$ cat src/rtl/fdc_pkg.sv
// Contract
// - basic velocity mode takes target speed at 6042h, reports measured speed at 6044h
// - basic velocity values scale by factor at 604Ch, reset value one; only the 6044h reading is scaled, the 6042h target passes unscaled
// - profile velocity target at 60FFh, actual at 606Ch, increments per second
// - increment resolution from 608Fh, default 65536 per revolution
// - torque target at 6071h, actual at 6077h, in thousandths of rated
// - command word written at 2101h or 6040h, decoded to internal form
// - bit0 high advances to ready; low ramp stops then ready-to-switch-on
// - bit1 low coasts, coast-stop-active, then switch-on-inhibited
// - bit2 low fast stops within set time, then switch-on-inhibited
// - bit3 high enables operation given run permit; low inhibits operation
// - with fieldbus run-permit source, bit3 itself asserts run permit
// - bit4 low forces ramp output to zero; high enables it
// - bit5 low freezes ramp output; high resumes ramping
// - bit6 low forces ramp input to zero; high proceeds to operating
// - rising edge of bit7 clears fault, enters switch-on-inhibited
// - bit8 requests first jog speed, bit9 second jog speed
// - bits 6 to 9 act only when fieldbus is their selected source
// - bit10 low with nonzero word or reference retains last values; the code still stores such a word when the stored word has bit10 high
// - bit11 selects secondary location when fieldbus is location source
// - bits 12 to 15 stored as application bits
package fdc_pkg;
    // ------------------------------------------------------------
    // object indices
    // ------------------------------------------------------------
    localparam logic [15:0] OBJ_CMD_VENDOR   = 16'h2101;
    localparam logic [15:0] OBJ_CMD_STD      = 16'h6040;
    localparam logic [15:0] OBJ_VL_TARGET    = 16'h6042;
    localparam logic [15:0] OBJ_VL_ACTUAL    = 16'h6044;
    localparam logic [15:0] OBJ_VL_FACTOR    = 16'h604c;
    localparam logic [15:0] OBJ_PV_TARGET    = 16'h60ff;
    localparam logic [15:0] OBJ_PV_ACTUAL    = 16'h606c;
    localparam logic [15:0] OBJ_RESOLUTION   = 16'h608f;
    localparam logic [15:0] OBJ_TQ_TARGET    = 16'h6071;
    localparam logic [15:0] OBJ_TQ_ACTUAL    = 16'h6077;
    // ------------------------------------------------------------
    // command word fields
    // ------------------------------------------------------------
    localparam int B_RAMP_STOP  = 0;
    localparam int B_COAST_STOP = 1;
    localparam int B_FAST_STOP  = 2;
    localparam int B_ENABLE_OP  = 3;
    localparam int B_RAMP_OUT   = 4;
    localparam int B_RAMP_HOLD  = 5;
    localparam int B_RAMP_IN    = 6;
    localparam int B_RESET      = 7;
    localparam int B_JOG1       = 8;
    localparam int B_JOG2       = 9;
    localparam int B_REMOTE     = 10;
    localparam int B_LOCATION   = 11;
    localparam int B_APP_LO     = 12;
    // ------------------------------------------------------------
    // reset values and timing
    // ------------------------------------------------------------
    localparam logic [31:0] RST_VL_FACTOR   = 32'h0000_0001;
    localparam logic [31:0] RST_RESOLUTION  = 32'h0001_0000;
    localparam logic [15:0] RST_CMD         = 16'h0000;
    localparam int          CLK_HZ          = 40_000_000;
    localparam int          FAST_STOP_US    = 1000;
    localparam int          FAST_STOP_CYC   = (FAST_STOP_US * (CLK_HZ / 1_000_000));
    // ------------------------------------------------------------
    // modes and states
    // ------------------------------------------------------------
    typedef enum logic [2:0] {
        MODE_VL  = 3'b000,
        MODE_PV  = 3'b001,
        MODE_CSV = 3'b010,
        MODE_PT  = 3'b011,
        MODE_CST = 3'b100
    } fdc_mode_t;
    typedef enum logic [3:0] {
        ST_INHIBITED   = 4'b0000,
        ST_READY_SWON  = 4'b0001,
        ST_READY_OP    = 4'b0010,
        ST_OP_ENABLED  = 4'b0011,
        ST_RAMP_STOP   = 4'b0100,
        ST_COAST_STOP  = 4'b0101,
        ST_FAST_STOP   = 4'b0110,
        ST_FAULT       = 4'b0111
    } fdc_state_t;
endpackage

$ cat src/rtl/fdc_cmd_if.sv
`timescale 1ns/1ps
interface fdc_cmd_if;
    logic [15:0] word;
    logic        ramp_stop_ctrl;
    logic        coast_stop_ctrl;
    logic        fast_stop_ctrl;
    logic        enable_op;
    logic        reset_edge;
    modport src (output word, ramp_stop_ctrl, coast_stop_ctrl, fast_stop_ctrl, enable_op,
                 reset_edge);
    modport dst (input word, ramp_stop_ctrl, coast_stop_ctrl, fast_stop_ctrl, enable_op,
                 reset_edge);
endinterface

$ cat src/rtl/fdc_state_machine.sv
`timescale 1ns/1ps
module fdc_state_machine
    import fdc_pkg::*;
#(
    parameter int FAST_CYC = FAST_STOP_CYC
)(
    // clock and reset
    input  wire logic       clock,
    input  wire logic       rst_n,
    // decoded command
    fdc_cmd_if.dst          cmd,
    input  wire logic       run_permit,
    input  wire logic       fault_in,
    input  wire logic       speed_zero,
    // state
    output fdc_state_t      state,
    output logic            running
);
    fdc_state_t  state_ff, nxt_state;
    logic [31:0] tmr_ff, nxt_tmr;

    // ------------------------------------------------------------
    // drive state machine
    // ------------------------------------------------------------
    always_comb
    begin
        nxt_state = state_ff;
        nxt_tmr   = '0;
        case (state_ff)
            ST_FAULT:
            begin
                if (cmd.reset_edge)
                    nxt_state = ST_INHIBITED;
            end
            ST_COAST_STOP:
            begin
                if (speed_zero)
                    nxt_state = ST_INHIBITED;
            end
            ST_FAST_STOP:
            begin
                nxt_tmr = tmr_ff + 32'h1;
                // the time limit bounds the stop even if speed never reports zero
                if (speed_zero || tmr_ff >= 32'(FAST_CYC - 1))
                    nxt_state = ST_INHIBITED;
            end
            default:
            begin
                if (fault_in)
                    nxt_state = ST_FAULT;
                else if (!cmd.coast_stop_ctrl)
                    nxt_state = (state_ff == ST_INHIBITED) ? ST_INHIBITED : ST_COAST_STOP;
                else if (!cmd.fast_stop_ctrl)
                    nxt_state = (state_ff == ST_INHIBITED) ? ST_INHIBITED : ST_FAST_STOP;
                else if (!cmd.ramp_stop_ctrl)
                begin
                    if (state_ff == ST_OP_ENABLED || state_ff == ST_READY_OP)
                        nxt_state = ST_RAMP_STOP;
                    else if (state_ff == ST_RAMP_STOP && speed_zero)
                        nxt_state = ST_READY_SWON;
                    else if (state_ff == ST_INHIBITED)
                        nxt_state = ST_READY_SWON;
                end
                else if (state_ff == ST_READY_SWON || state_ff == ST_RAMP_STOP)
                    nxt_state = ST_READY_OP;
                else if (state_ff == ST_READY_OP && cmd.enable_op && run_permit)
                    nxt_state = ST_OP_ENABLED;
                else if (state_ff == ST_OP_ENABLED && !(cmd.enable_op && run_permit))
                    nxt_state = ST_READY_OP;
            end
        endcase
    end

    always_ff @(posedge clock or negedge rst_n)
    begin
        if (!rst_n)
        begin
            state_ff <= ST_INHIBITED;
            tmr_ff   <= '0;
        end
        else
        begin
            state_ff <= nxt_state;
            tmr_ff   <= nxt_tmr;
        end
    end

    assign state   = state_ff;
    assign running = (state_ff == ST_OP_ENABLED);

    // ------------------------------------------------------------
    // checks
    // ------------------------------------------------------------
    AST_COAST_WINS: assert property (@(posedge clock) disable iff (!rst_n)
        (!fault_in && !cmd.coast_stop_ctrl && state_ff inside {ST_OP_ENABLED, ST_READY_OP})
        |=> state_ff == ST_COAST_STOP)
        else $error("coast stop not taken");
    AST_FAST_BOUND: assert property (@(posedge clock) disable iff (!rst_n)
        (state_ff == ST_FAST_STOP && tmr_ff == 32'(FAST_CYC - 1)) |=> state_ff != ST_FAST_STOP)
        else $error("fast stop exceeded time");
    AST_FAULT_HOLD: assert property (@(posedge clock) disable iff (!rst_n)
        (state_ff == ST_FAULT && !cmd.reset_edge) |=> state_ff == ST_FAULT)
        else $error("fault left without reset edge");
    AST_FAULT_CLR: assert property (@(posedge clock) disable iff (!rst_n)
        (state_ff == ST_FAULT && cmd.reset_edge) |=> state_ff == ST_INHIBITED)
        else $error("fault reset ignored");
    AST_PERMIT: assert property (@(posedge clock) disable iff (!rst_n)
        (state_ff == ST_OP_ENABLED) |-> $past(cmd.enable_op && run_permit))
        else $error("enabled without permit");
    COV_RUN: cover property (@(posedge clock) disable iff (!rst_n) state_ff == ST_OP_ENABLED);
    COV_FAST: cover property (@(posedge clock) disable iff (!rst_n) state_ff == ST_FAST_STOP);
    COV_RESET: cover property (@(posedge clock) disable iff (!rst_n)
        state_ff == ST_FAULT ##1 state_ff == ST_INHIBITED);
endmodule // fdc_state_machine

$ cat src/rtl/fdc_decoder.sv
`timescale 1ns/1ps
module fdc_decoder
    import fdc_pkg::*;
#(
    parameter int FAST_CYC = FAST_STOP_CYC
)(
    // clock and reset
    input  wire logic        clock,
    input  wire logic        rst_n,
    // object write port
    input  wire logic        obj_wr,
    input  wire logic [15:0] obj_index,
    input  wire logic [31:0] obj_wdata,
    // object read port
    input  wire logic        obj_rd,
    output logic [31:0]      obj_rdata,
    output logic             obj_rvalid,
    output logic             obj_err,
    // drive side
    input  wire logic [31:0] actual_speed_rpm,
    input  wire logic [31:0] actual_torque,
    input  wire logic        fault_in,
    input  wire logic        speed_zero,
    input  wire logic [2:0]  op_mode,
    // source selection
    input  wire logic        permit_from_bus,
    input  wire logic        ramp_in_from_bus,
    input  wire logic        reset_from_bus,
    input  wire logic        jog_from_bus,
    input  wire logic        loc_from_bus,
    input  wire logic        run_permit_ext,
    // decoded outputs
    output fdc_state_t       drive_state,
    output logic             running,
    output logic             ramp_stop_active,
    output logic             coast_stop_active,
    output logic             fast_stop_active,
    output logic             ramp_out_zero,
    output logic             ramp_hold,
    output logic             ramp_in_zero,
    output logic             jog1_req,
    output logic             jog2_req,
    output logic             bus_control,
    output logic             ref_locked,
    output logic             location_select,
    output logic [3:0]       app_bits,
    output logic [31:0]      target_value,
    output logic             target_strobe
);
    logic [15:0] word_ff, nxt_word;
    logic [31:0] ref_ff, nxt_ref;
    logic [31:0] fac_ff, nxt_fac;
    logic [31:0] res_ff, nxt_res;
    logic        rst_bit_ff, nxt_rst_bit;
    logic        strobe_ff, nxt_strobe;
    logic [31:0] rdata_ff, nxt_rdata;
    logic        rv_ff, nxt_rv;
    logic        err_ff, nxt_err;
    logic        wr_cmd, wr_ref, permit;
    fdc_mode_t   mode;

    fdc_cmd_if cmd_bus ();

    assign mode = fdc_mode_t'(op_mode);

    // ------------------------------------------------------------
    // object writes
    // ------------------------------------------------------------
    assign wr_cmd = obj_wr && (obj_index == OBJ_CMD_VENDOR || obj_index == OBJ_CMD_STD);
    always_comb
    begin
        wr_ref = 1'b0;
        if (obj_wr)
        begin
            case (mode)
                MODE_VL:  wr_ref = (obj_index == OBJ_VL_TARGET);
                MODE_PV,
                MODE_CSV: wr_ref = (obj_index == OBJ_PV_TARGET);
                MODE_PT,
                MODE_CST: wr_ref = (obj_index == OBJ_TQ_TARGET);
                default:  wr_ref = 1'b0;
            endcase
        end
    end

    always_comb
    begin
        nxt_word    = word_ff;
        nxt_ref     = ref_ff;
        nxt_fac     = fac_ff;
        nxt_res     = res_ff;
        nxt_strobe  = 1'b0;
        nxt_rst_bit = word_ff[B_RESET];
        // a word with bit 10 low while it or the reference is nonzero is dropped if the stored word has bit 10 low
        if (wr_cmd && (obj_wdata[B_REMOTE] || (obj_wdata[15:0] == 16'h0000 && ref_ff == '0)))
            nxt_word = obj_wdata[15:0];
        else if (wr_cmd && word_ff[B_REMOTE])
            nxt_word = obj_wdata[15:0];
        // periodic targets in cyclic modes are taken whenever they arrive while the stored word has bit 10 high
        // with bit 10 low the last reference is kept, whatever the word holds
        if (wr_ref && !ref_locked)
        begin
            nxt_ref    = obj_wdata;
            nxt_strobe = 1'b1;
        end
        if (obj_wr && obj_index == OBJ_VL_FACTOR)
            nxt_fac = obj_wdata;
        if (obj_wr && obj_index == OBJ_RESOLUTION)
            nxt_res = obj_wdata;
    end

    // ------------------------------------------------------------
    // object reads
    // ------------------------------------------------------------
    always_comb
    begin
        nxt_rv    = obj_rd;
        nxt_err   = 1'b0;
        nxt_rdata = 32'h0000_0000;
        if (obj_rd)
        begin
            case (obj_index)
                OBJ_VL_ACTUAL:  nxt_rdata = 32'(actual_speed_rpm * fac_ff);
                OBJ_PV_ACTUAL:  nxt_rdata = 32'((64'(actual_speed_rpm) * 64'(res_ff))
                                                / 64'd60);
                OBJ_TQ_ACTUAL:  nxt_rdata = actual_torque;
                OBJ_VL_FACTOR:  nxt_rdata = fac_ff;
                OBJ_RESOLUTION: nxt_rdata = res_ff;
                default:        nxt_err   = 1'b1;
            endcase
        end
    end

    always_ff @(posedge clock or negedge rst_n)
    begin
        if (!rst_n)
        begin
            word_ff    <= RST_CMD;
            ref_ff     <= '0;
            fac_ff     <= RST_VL_FACTOR;
            res_ff     <= RST_RESOLUTION;
            rst_bit_ff <= 1'b0;
            strobe_ff  <= 1'b0;
            rdata_ff   <= '0;
            rv_ff      <= 1'b0;
            err_ff     <= 1'b0;
        end
        else
        begin
            word_ff    <= nxt_word;
            ref_ff     <= nxt_ref;
            fac_ff     <= nxt_fac;
            res_ff     <= nxt_res;
            rst_bit_ff <= nxt_rst_bit;
            strobe_ff  <= nxt_strobe;
            rdata_ff   <= nxt_rdata;
            rv_ff      <= nxt_rv;
            err_ff     <= nxt_err;
        end
    end

    // ------------------------------------------------------------
    // decode
    // ------------------------------------------------------------
    assign cmd_bus.word            = word_ff;
    assign cmd_bus.ramp_stop_ctrl  = word_ff[B_RAMP_STOP];
    assign cmd_bus.coast_stop_ctrl = word_ff[B_COAST_STOP];
    assign cmd_bus.fast_stop_ctrl  = word_ff[B_FAST_STOP];
    assign cmd_bus.enable_op       = word_ff[B_ENABLE_OP];
    assign cmd_bus.reset_edge      = reset_from_bus && word_ff[B_RESET] && !rst_bit_ff;
    assign permit = permit_from_bus ? word_ff[B_ENABLE_OP] : run_permit_ext;

    fdc_state_machine #(
        .FAST_CYC (FAST_CYC)
    ) u_sm (
        .clock      (clock),
        .rst_n      (rst_n),
        .cmd        (cmd_bus),
        .run_permit (permit),
        .fault_in   (fault_in),
        .speed_zero (speed_zero),
        .state      (drive_state),
        .running    (running)
    );

    assign ramp_stop_active  = (drive_state == ST_RAMP_STOP);
    assign coast_stop_active = (drive_state == ST_COAST_STOP);
    assign fast_stop_active  = (drive_state == ST_FAST_STOP);
    assign ramp_out_zero     = !word_ff[B_RAMP_OUT];
    assign ramp_hold         = !word_ff[B_RAMP_HOLD];
    assign ramp_in_zero      = ramp_in_from_bus && !word_ff[B_RAMP_IN];
    assign jog1_req          = jog_from_bus && word_ff[B_JOG1];
    assign jog2_req          = jog_from_bus && word_ff[B_JOG2];
    assign bus_control       = word_ff[B_REMOTE] || (word_ff == '0 && ref_ff == '0);
    assign ref_locked        = !word_ff[B_REMOTE];
    assign location_select   = loc_from_bus && word_ff[B_LOCATION];
    assign app_bits          = word_ff[15:B_APP_LO];
    assign target_value      = ref_ff;
    assign target_strobe     = strobe_ff;
    assign obj_rdata         = rdata_ff;
    assign obj_rvalid        = rv_ff;
    assign obj_err           = err_ff;

    // ------------------------------------------------------------
    // checks
    // ------------------------------------------------------------
    AST_CMD_TAKE: assert property (@(posedge clock) disable iff (!rst_n)
        (wr_cmd && obj_wdata[B_REMOTE]) |=> word_ff == $past(obj_wdata[15:0]))
        else $error("command word not stored");
    AST_RETAIN: assert property (@(posedge clock) disable iff (!rst_n)
        (wr_cmd && !obj_wdata[B_REMOTE] && !word_ff[B_REMOTE]
         && (obj_wdata[15:0] != 16'h0000 || ref_ff != '0))
        |=> $stable(word_ff))
        else $error("word not retained");
    AST_FAC_RST: assert property (@(posedge clock) disable iff (!rst_n)
        (obj_rd && obj_index == OBJ_VL_FACTOR && !(obj_wr && obj_index == OBJ_VL_FACTOR)
         && ($past(!rst_n) || $past(!rst_n, 2))) |=> obj_rdata == RST_VL_FACTOR)
        else $error("factor reset value wrong");
    AST_RD_LAT: assert property (@(posedge clock) disable iff (!rst_n)
        (obj_rd && obj_index == OBJ_TQ_ACTUAL) |=> obj_rvalid && obj_rdata == $past(actual_torque))
        else $error("torque readback wrong");
    COV_LOC: cover property (@(posedge clock) disable iff (!rst_n) location_select);
endmodule // fdc_decoder

$ cat config.mk
export PLATFORM = sky130hd
export DESIGN_NAME = fdc_decoder
export DESIGN_NICKNAME = d
export VERILOG_FILES = /design/src/rtl/fdc_pkg.sv /design/src/rtl/fdc_cmd_if.sv /design/src/rtl/fdc_state_machine.sv /design/src/rtl/fdc_decoder.sv
export SDC_FILE = /design/constraint.sdc
export NUM_CORES = 2
export LEC_CHECK = 0
export BUFFER_PORTS_ARGS = -buffer_cell sky130_fd_sc_hd__clkbuf_2
export CORE_ASPECT_RATIO = 0.6
export CORE_MARGIN = 2
export CORE_UTILIZATION = 30
export DETAILED_ROUTE_END_ITERATION = 12
export RECOVER_POWER = 50
export SLEW_MARGIN = 20
export SYNTH_ARGS = -nofsm -noshare
export SYNTH_HDL_FRONTEND = slang
export SYNTH_SLANG_ARGS = --single-unit
$ cat constraint.sdc
create_clock -name clock -period 34.4 [get_ports clock]
set_input_delay 1.72 -clock clock [delete_from_list [all_inputs] [get_ports clock]]
set_output_delay 1.72 -clock clock [all_outputs]
set_load 0.01 [all_outputs]
======== Yosys cells after proc, flatten, opt, wreduce, memory -nomap -nowiden ========
Cells that the tools add are included.
cells by class
  add/subtract/negate cells ............... 1
  multipliers ............................. 2
  divide/modulo/power cells ............... 1
  magnitude comparators ................... 1
  eq/ne operators ......................... 26
  multiplexer cells ....................... 27
  reduce and logical (&&, ||, !) cells .... 41
operators by type and width
  cell                     count
  $pmux W32 S5             1
  $eq A16 B15 Y1 const B   9
  $div A64 B6 Y64 const B  1
  $mul A32 B32 Y64         1
  $mux W32                 2
  $mux W4                  13
  $add A32 B1 Y32 const B  1
  $ge A32 B16 Y1 const B   1
  $logic_not A16 Y1        2
  $logic_not A32 Y1        1
  $mul A32 B32 Y32         1
  $mux W16                 2
  $ne A10 B6 Y1 const B    2
  $logic_and A1 B1 Y1      19
  $eq A16 B14 Y1 const B   1
  $eq A4 B3 Y1 const B     4
  $pmux W4 S3              1
  $eq A4 B2 Y1 const B     2
  $eq A3 B2 Y1 const B     2
  $logic_not A1 Y1         6
  $logic_or A1 B1 Y1       6
  $mux W3                  2
  $mux W1                  5
  $reduce_and A5 Y1        1
  11 further kinds         13
word-level totals
  register bits after elaboration ......... 184
  bits of input ports ..................... 127
  output and inout bits ................... 87
  word-level logic and storage cells ...... 110

======== Longest topological paths before layout ========
  depth after elaboration ................. 12
  gate-level depth with buffers ........... 128
  mapped depth without buffers ............ 110

======== Modules after synthesis ========
From an unflattened synthesis, not the netlist that was laid out.
unflattened totals
  cells, all modules ...................... 7679
  area total of the unflattened synthesis .. 67368.4 um^2
by module, submodules not included
  module             instances  cells an instance  area an instance (um^2)
  fdc_decoder        1          7459               65311.4
  fdc_state_machine  1          220                2057.0

======== Worst setup path before layout ========
No wires, ideal clock.
  path type ............................... input-to-reg
  start ................................... input actual_speed_rpm[20]
  end ..................................... register rdata_ff[0], in the netlist obj_rdata[0]
  arrival time ............................ 31034 ps
  required time ........................... 34273 ps
  setup slack ............................. 3238 ps
  stages on the path ...................... 118
  path through ............................ clkbuf_1 > clkbuf_1 > nand2_1 > fa_1 > fa_1 > inv_1 > fa_1 > inv_1 > fa_1 > inv_1 > fa_1 > fa_1 > fa_1 > inv_1 > fa_1 > inv_1 > ha_1 > buf_2 > (+82 left out) > and2_1 > buf_2 > or3_4 > nor3_4 > o32ai_2 > or4_1 > a21o_1 > a32oi_2 > o22ai_1 > a31o_4 > o311a_1 > maj3_1 > xnor2_1 > mux2_4 > a22o_1 > maj3_2 > a211oi_1 > o22ai_1
on the way
  cells in the longest elaborated chain, start to end .. 4
RTL lines
  item                  RTL line            text
  start, declared       fdc_decoder.sv:20   input wire logic [31:0] actual_speed_rpm,
  $mul A32 B32 Y64      fdc_decoder.sv:124  OBJ_PV_ACTUAL: nxt_rdata = 32'((64'(actual_speed_rpm) * 64'(res_ff))
  $div A64 B6 Y64       fdc_decoder.sv:125  / 64'd60);
  $pmux W32 S5          fdc_decoder.sv:122  case (obj_index)
  $mux W32              fdc_decoder.sv:120  if (obj_rd)
  via nxt_rdata[0]      fdc_decoder.sv:56   logic [31:0] rdata_ff, nxt_rdata;
  end signal, assigned  fdc_decoder.sv:156  rdata_ff <= nxt_rdata;
  end, declared         fdc_decoder.sv:56
The timed path passes the listed nets, and every way through them passes these cells.
A chain may end at the register's enable or synchronous reset.

======== Worst setup path after layout ========
  start ................................... input actual_speed_rpm[6]
  end ..................................... register rdata_ff[1], in the netlist obj_rdata[1]
The elaborated chain is that of the path after synthesis.

==> results_dict.tcl <==
set metrics [dict create \
    post_dp_cell_area_um2 70700 \
    tightest_slew_ps 4560 \
    relSlewSlack_pct -204 \
    drc 0 \
    cts_root_buffer "clkbuf_16" \
    cp-end-kind "register" \
    holdWs_ps 458 \
    dp_slack_ps -436 \
    slew_viol_final 165 \
    drt_pre_antenna_iters 9 \
    power.density_nw_per_um2 8.95 \
    path_buf_inv 23 \
    grt_max_degree 82 \
    yosysSeqAreaShare_pct 6.93 \
    core-area_um2 219000 \
    outcome "complete, but fails checks" \
    yosys_warnings 0 \
    setup_viol 0 \
    synth_seq_cells 183 \
    clk_latency_ps 470 \
    combPwrFrac_pct 34.0 \
    syn_inst 7658 \
    peakVddDrop_mv 0.0398 \
    drive_gt1_share_pct 9.92 \
    grt_pass1_vias 56909 \
    cp_top_family "compound AO/OA/AOI/OAI gates" \
    vias 56241 \
    rows 133 \
    syn_area_per_cell_um2 8.63 \
    finalClockSkew_ps 18.1 \
    numCtsBuffers 17 \
    io_pins 214 \
    clk_path_buf_depth 2 \
    place.gp.congestion 0.947 \
    yosysTopAreaCellShare_pct 39.5 \
    synth_area_um2 66100 \
    r2r-start "res_ff[16]" \
    start_util_pct 30.2 \
    gr-total-overflow 0 \
    cpMaxStageDelayCell "or4_1" \
    grt_pass1_wl_mm 363 \
    cts_tree "done" \
    p_sw_share_pct 41.0 \
    pwr-share-clk_pct 31.5 \
    synth.net_count 9476 \
    hold_start "cmd_bus.word[7]" \
    hold_viol 0 \
    layout_setup_ws_ps 1090 \
    worstPathRequired_ps 34780 \
    yosys-top-cells-area "fa_1, inv_1, ha_1" \
    clkTransAtPathRegs_ps 80 \
    maxCapViolations 3 \
    holdCritPathClass "register to register" \
    viasPerCell 5.30 \
    r2r_setup_slack_ps 1620 \
    antenna_left 0 \
    cp_max_fo 21 \
    die_x_um 610 \
    synth.distinct_cells 136 \
    p_switching_uw 266 \
    die_area_um2 224000 \
    synth_edf_count 0 \
    min_period_over_period_pct 96.8 \
    holdPathEnd "rst_bit_ff" \
    violations "capacitance limit, slew limit" \
    reg2regPathDepth 117 \
    p_int_uw 382 \
    crit_type "primary input to register" \
    place_hpwl_mm 187 \
    rr_endpoint "obj_rdata[1]" \
    die_h_um 368 \
    antenna_found_initial 24 \
    track_usage_pct 21.1 \
    syn_to_final_growth_pct 9.45 \
    htree_levels 4 \
    synth.most_common_cell "inv_1" \
    io_buffers 212 \
    num-fill-cells 22709 \
    seqPwrFrac_pct 34.5 \
    critPathMaxStageDelay_ps 570 \
    final_cell_area_um2 72300 \
    crit_top_cell "buf_4" \
    crit_arrival_ps 33690 \
    yosys.area.top_type "fa_1" \
    synth_ff_type "dfrtp_1" \
    start_kind "primary input" \
    drt_wl_total_mm 236 \
    layout_min_cycle_time_ps 33310 \
    drtIter0Drc 6844 \
    async_flop_share_pct 100 \
    drt-wirelength-per-cell_um 22.3 \
    whs_path_depth 0 \
    power_leakage_uw 0.0357 \
    layout.nets 9498 \
    fmax_mhz 30.0 \
    yosys-top-cells-count "inv_1, fa_1, nand2_1" \
    clock_sinks 183 \
]
[area by class of cell]
type | instances | area, um2 | share of cell area, %
Timing Repair Buffer | 441 | 2880 | 3.98
Antenna cell | 10 | 25.0 | 0.0346
Clock buffer | 17 | 425 | 0.588
Sequential cell | 183 | 4600 | 6.36
Multi-Input combinational cell | 5673 | 55500 | 76.7
Clock inverter | 15 | 171 | 0.237
Tap cell | 2902 | 3630 | 5.02
Inverter | 1364 | 5120 | 7.08
[stage by stage]
stage          cells  TNS, ps  total power (uW)  util, %
2_1_floorplan   7658        0               338        -
3_3_place_gp   10538        0               428     32.3
3_5_place_dp   10538    -1030               428     32.3
4_1_cts        10570        0               631     32.6
5_1_grt        10602     -223               671     33.0
6_report       10605        0               648     33.0
[power groups by stage]
stage / Combinational [uW] / Sequential [uW] / Clock (uW)
floorplan: 114 / 224 / 0
global placement: 201 / 227 / 0
detailed placement: 201 / 227 / 0
CTS: 202 / 223 / 206
global route: 231 / 224 / 216
finish: 220 / 223 / 204
[metal layers]
| metal | vias to the layer above | global-route usage, % | part of all wire [%] |
|---|---|---|---|
| li1 | 24087 | - | - |
| met1 | 28578 | 32.5 | 45 |
| met2 | 3251 | 27.3 | 38 |
| met3 | 311 | 8.29 | 15 |
| met4 | 14 | 3.42 | 2.0 |
| met5 | - | 0 | 0.034 |
[placed cells by master (no fill, tap or decap), drive strengths merged, types with 24 or more instances in the layout]
cell	n
or2	28
nand4	45
and2	712
mux2	96
a211oi	53
o21ai	155
or3	24
a222oi	31
xnor2	147
nand2	1249
clkbuf	220
buf	238
a21o	63
nand3	104
o31ai	24
nor2	194
fa	1304
nand2b	24
a31oi	53
ha	387
nor4	47
inv	1371
a21oi	213
o21a	33
o211ai	57
and3	38
dfrtp	181
xor2	94
nor3	79
o21bai	37
o22ai	24
[logic make-up after synthesis]
family                   synth area share [%]
adder cells (fa/ha/maj)                  47.0
AO/OA/AOI/OAI                            11.3
AND/OR/NAND/NOR                          19.2
multiplexers                             1.93
buffers and inverters                    10.4
XOR/XNOR                                 3.24
flip-flops                               6.93
other                                 0.00567
[how the worst max path moves through the flow]
stage          cells past startpoint      endpoint  slack, ps            startpoint
6_report                         122  obj_rdata[1]       1090   actual_speed_rpm[6]
5_1_grt                          121  obj_rdata[1]       -130   actual_speed_rpm[6]
4_1_cts                          110  obj_rdata[0]         50  actual_speed_rpm[20]
3_5_place_dp                     112  obj_rdata[0]       -440   actual_speed_rpm[6]
3_3_place_gp                     112  obj_rdata[0]         80  actual_speed_rpm[19]
2_1_floorplan                    118  obj_rdata[0]       3240  actual_speed_rpm[20]
[sequential cells by signal, summed over array words and instances (netlist names)]
register and flops:
obj_rdata 32, fac_ff 32, u_sm.state 3, cmd_bus.word 16, obj_rvalid 1, obj_err 1, target_strobe 1, rst_bit_ff 1
target_value 32, u_sm.tmr_ff 32, res_ff 32
[what timing repair did]
action | 4_1_cts | 5_1_grt
hold buffers | 0 | 0
setup endpoints to repair | 2 | 10
pin swaps | 0 | 29
resized for setup | 2 | 218
setup buffers | 0 | 22
cloned | 0 | 3
No activity file was read; power rests on OpenSTA's default activity.
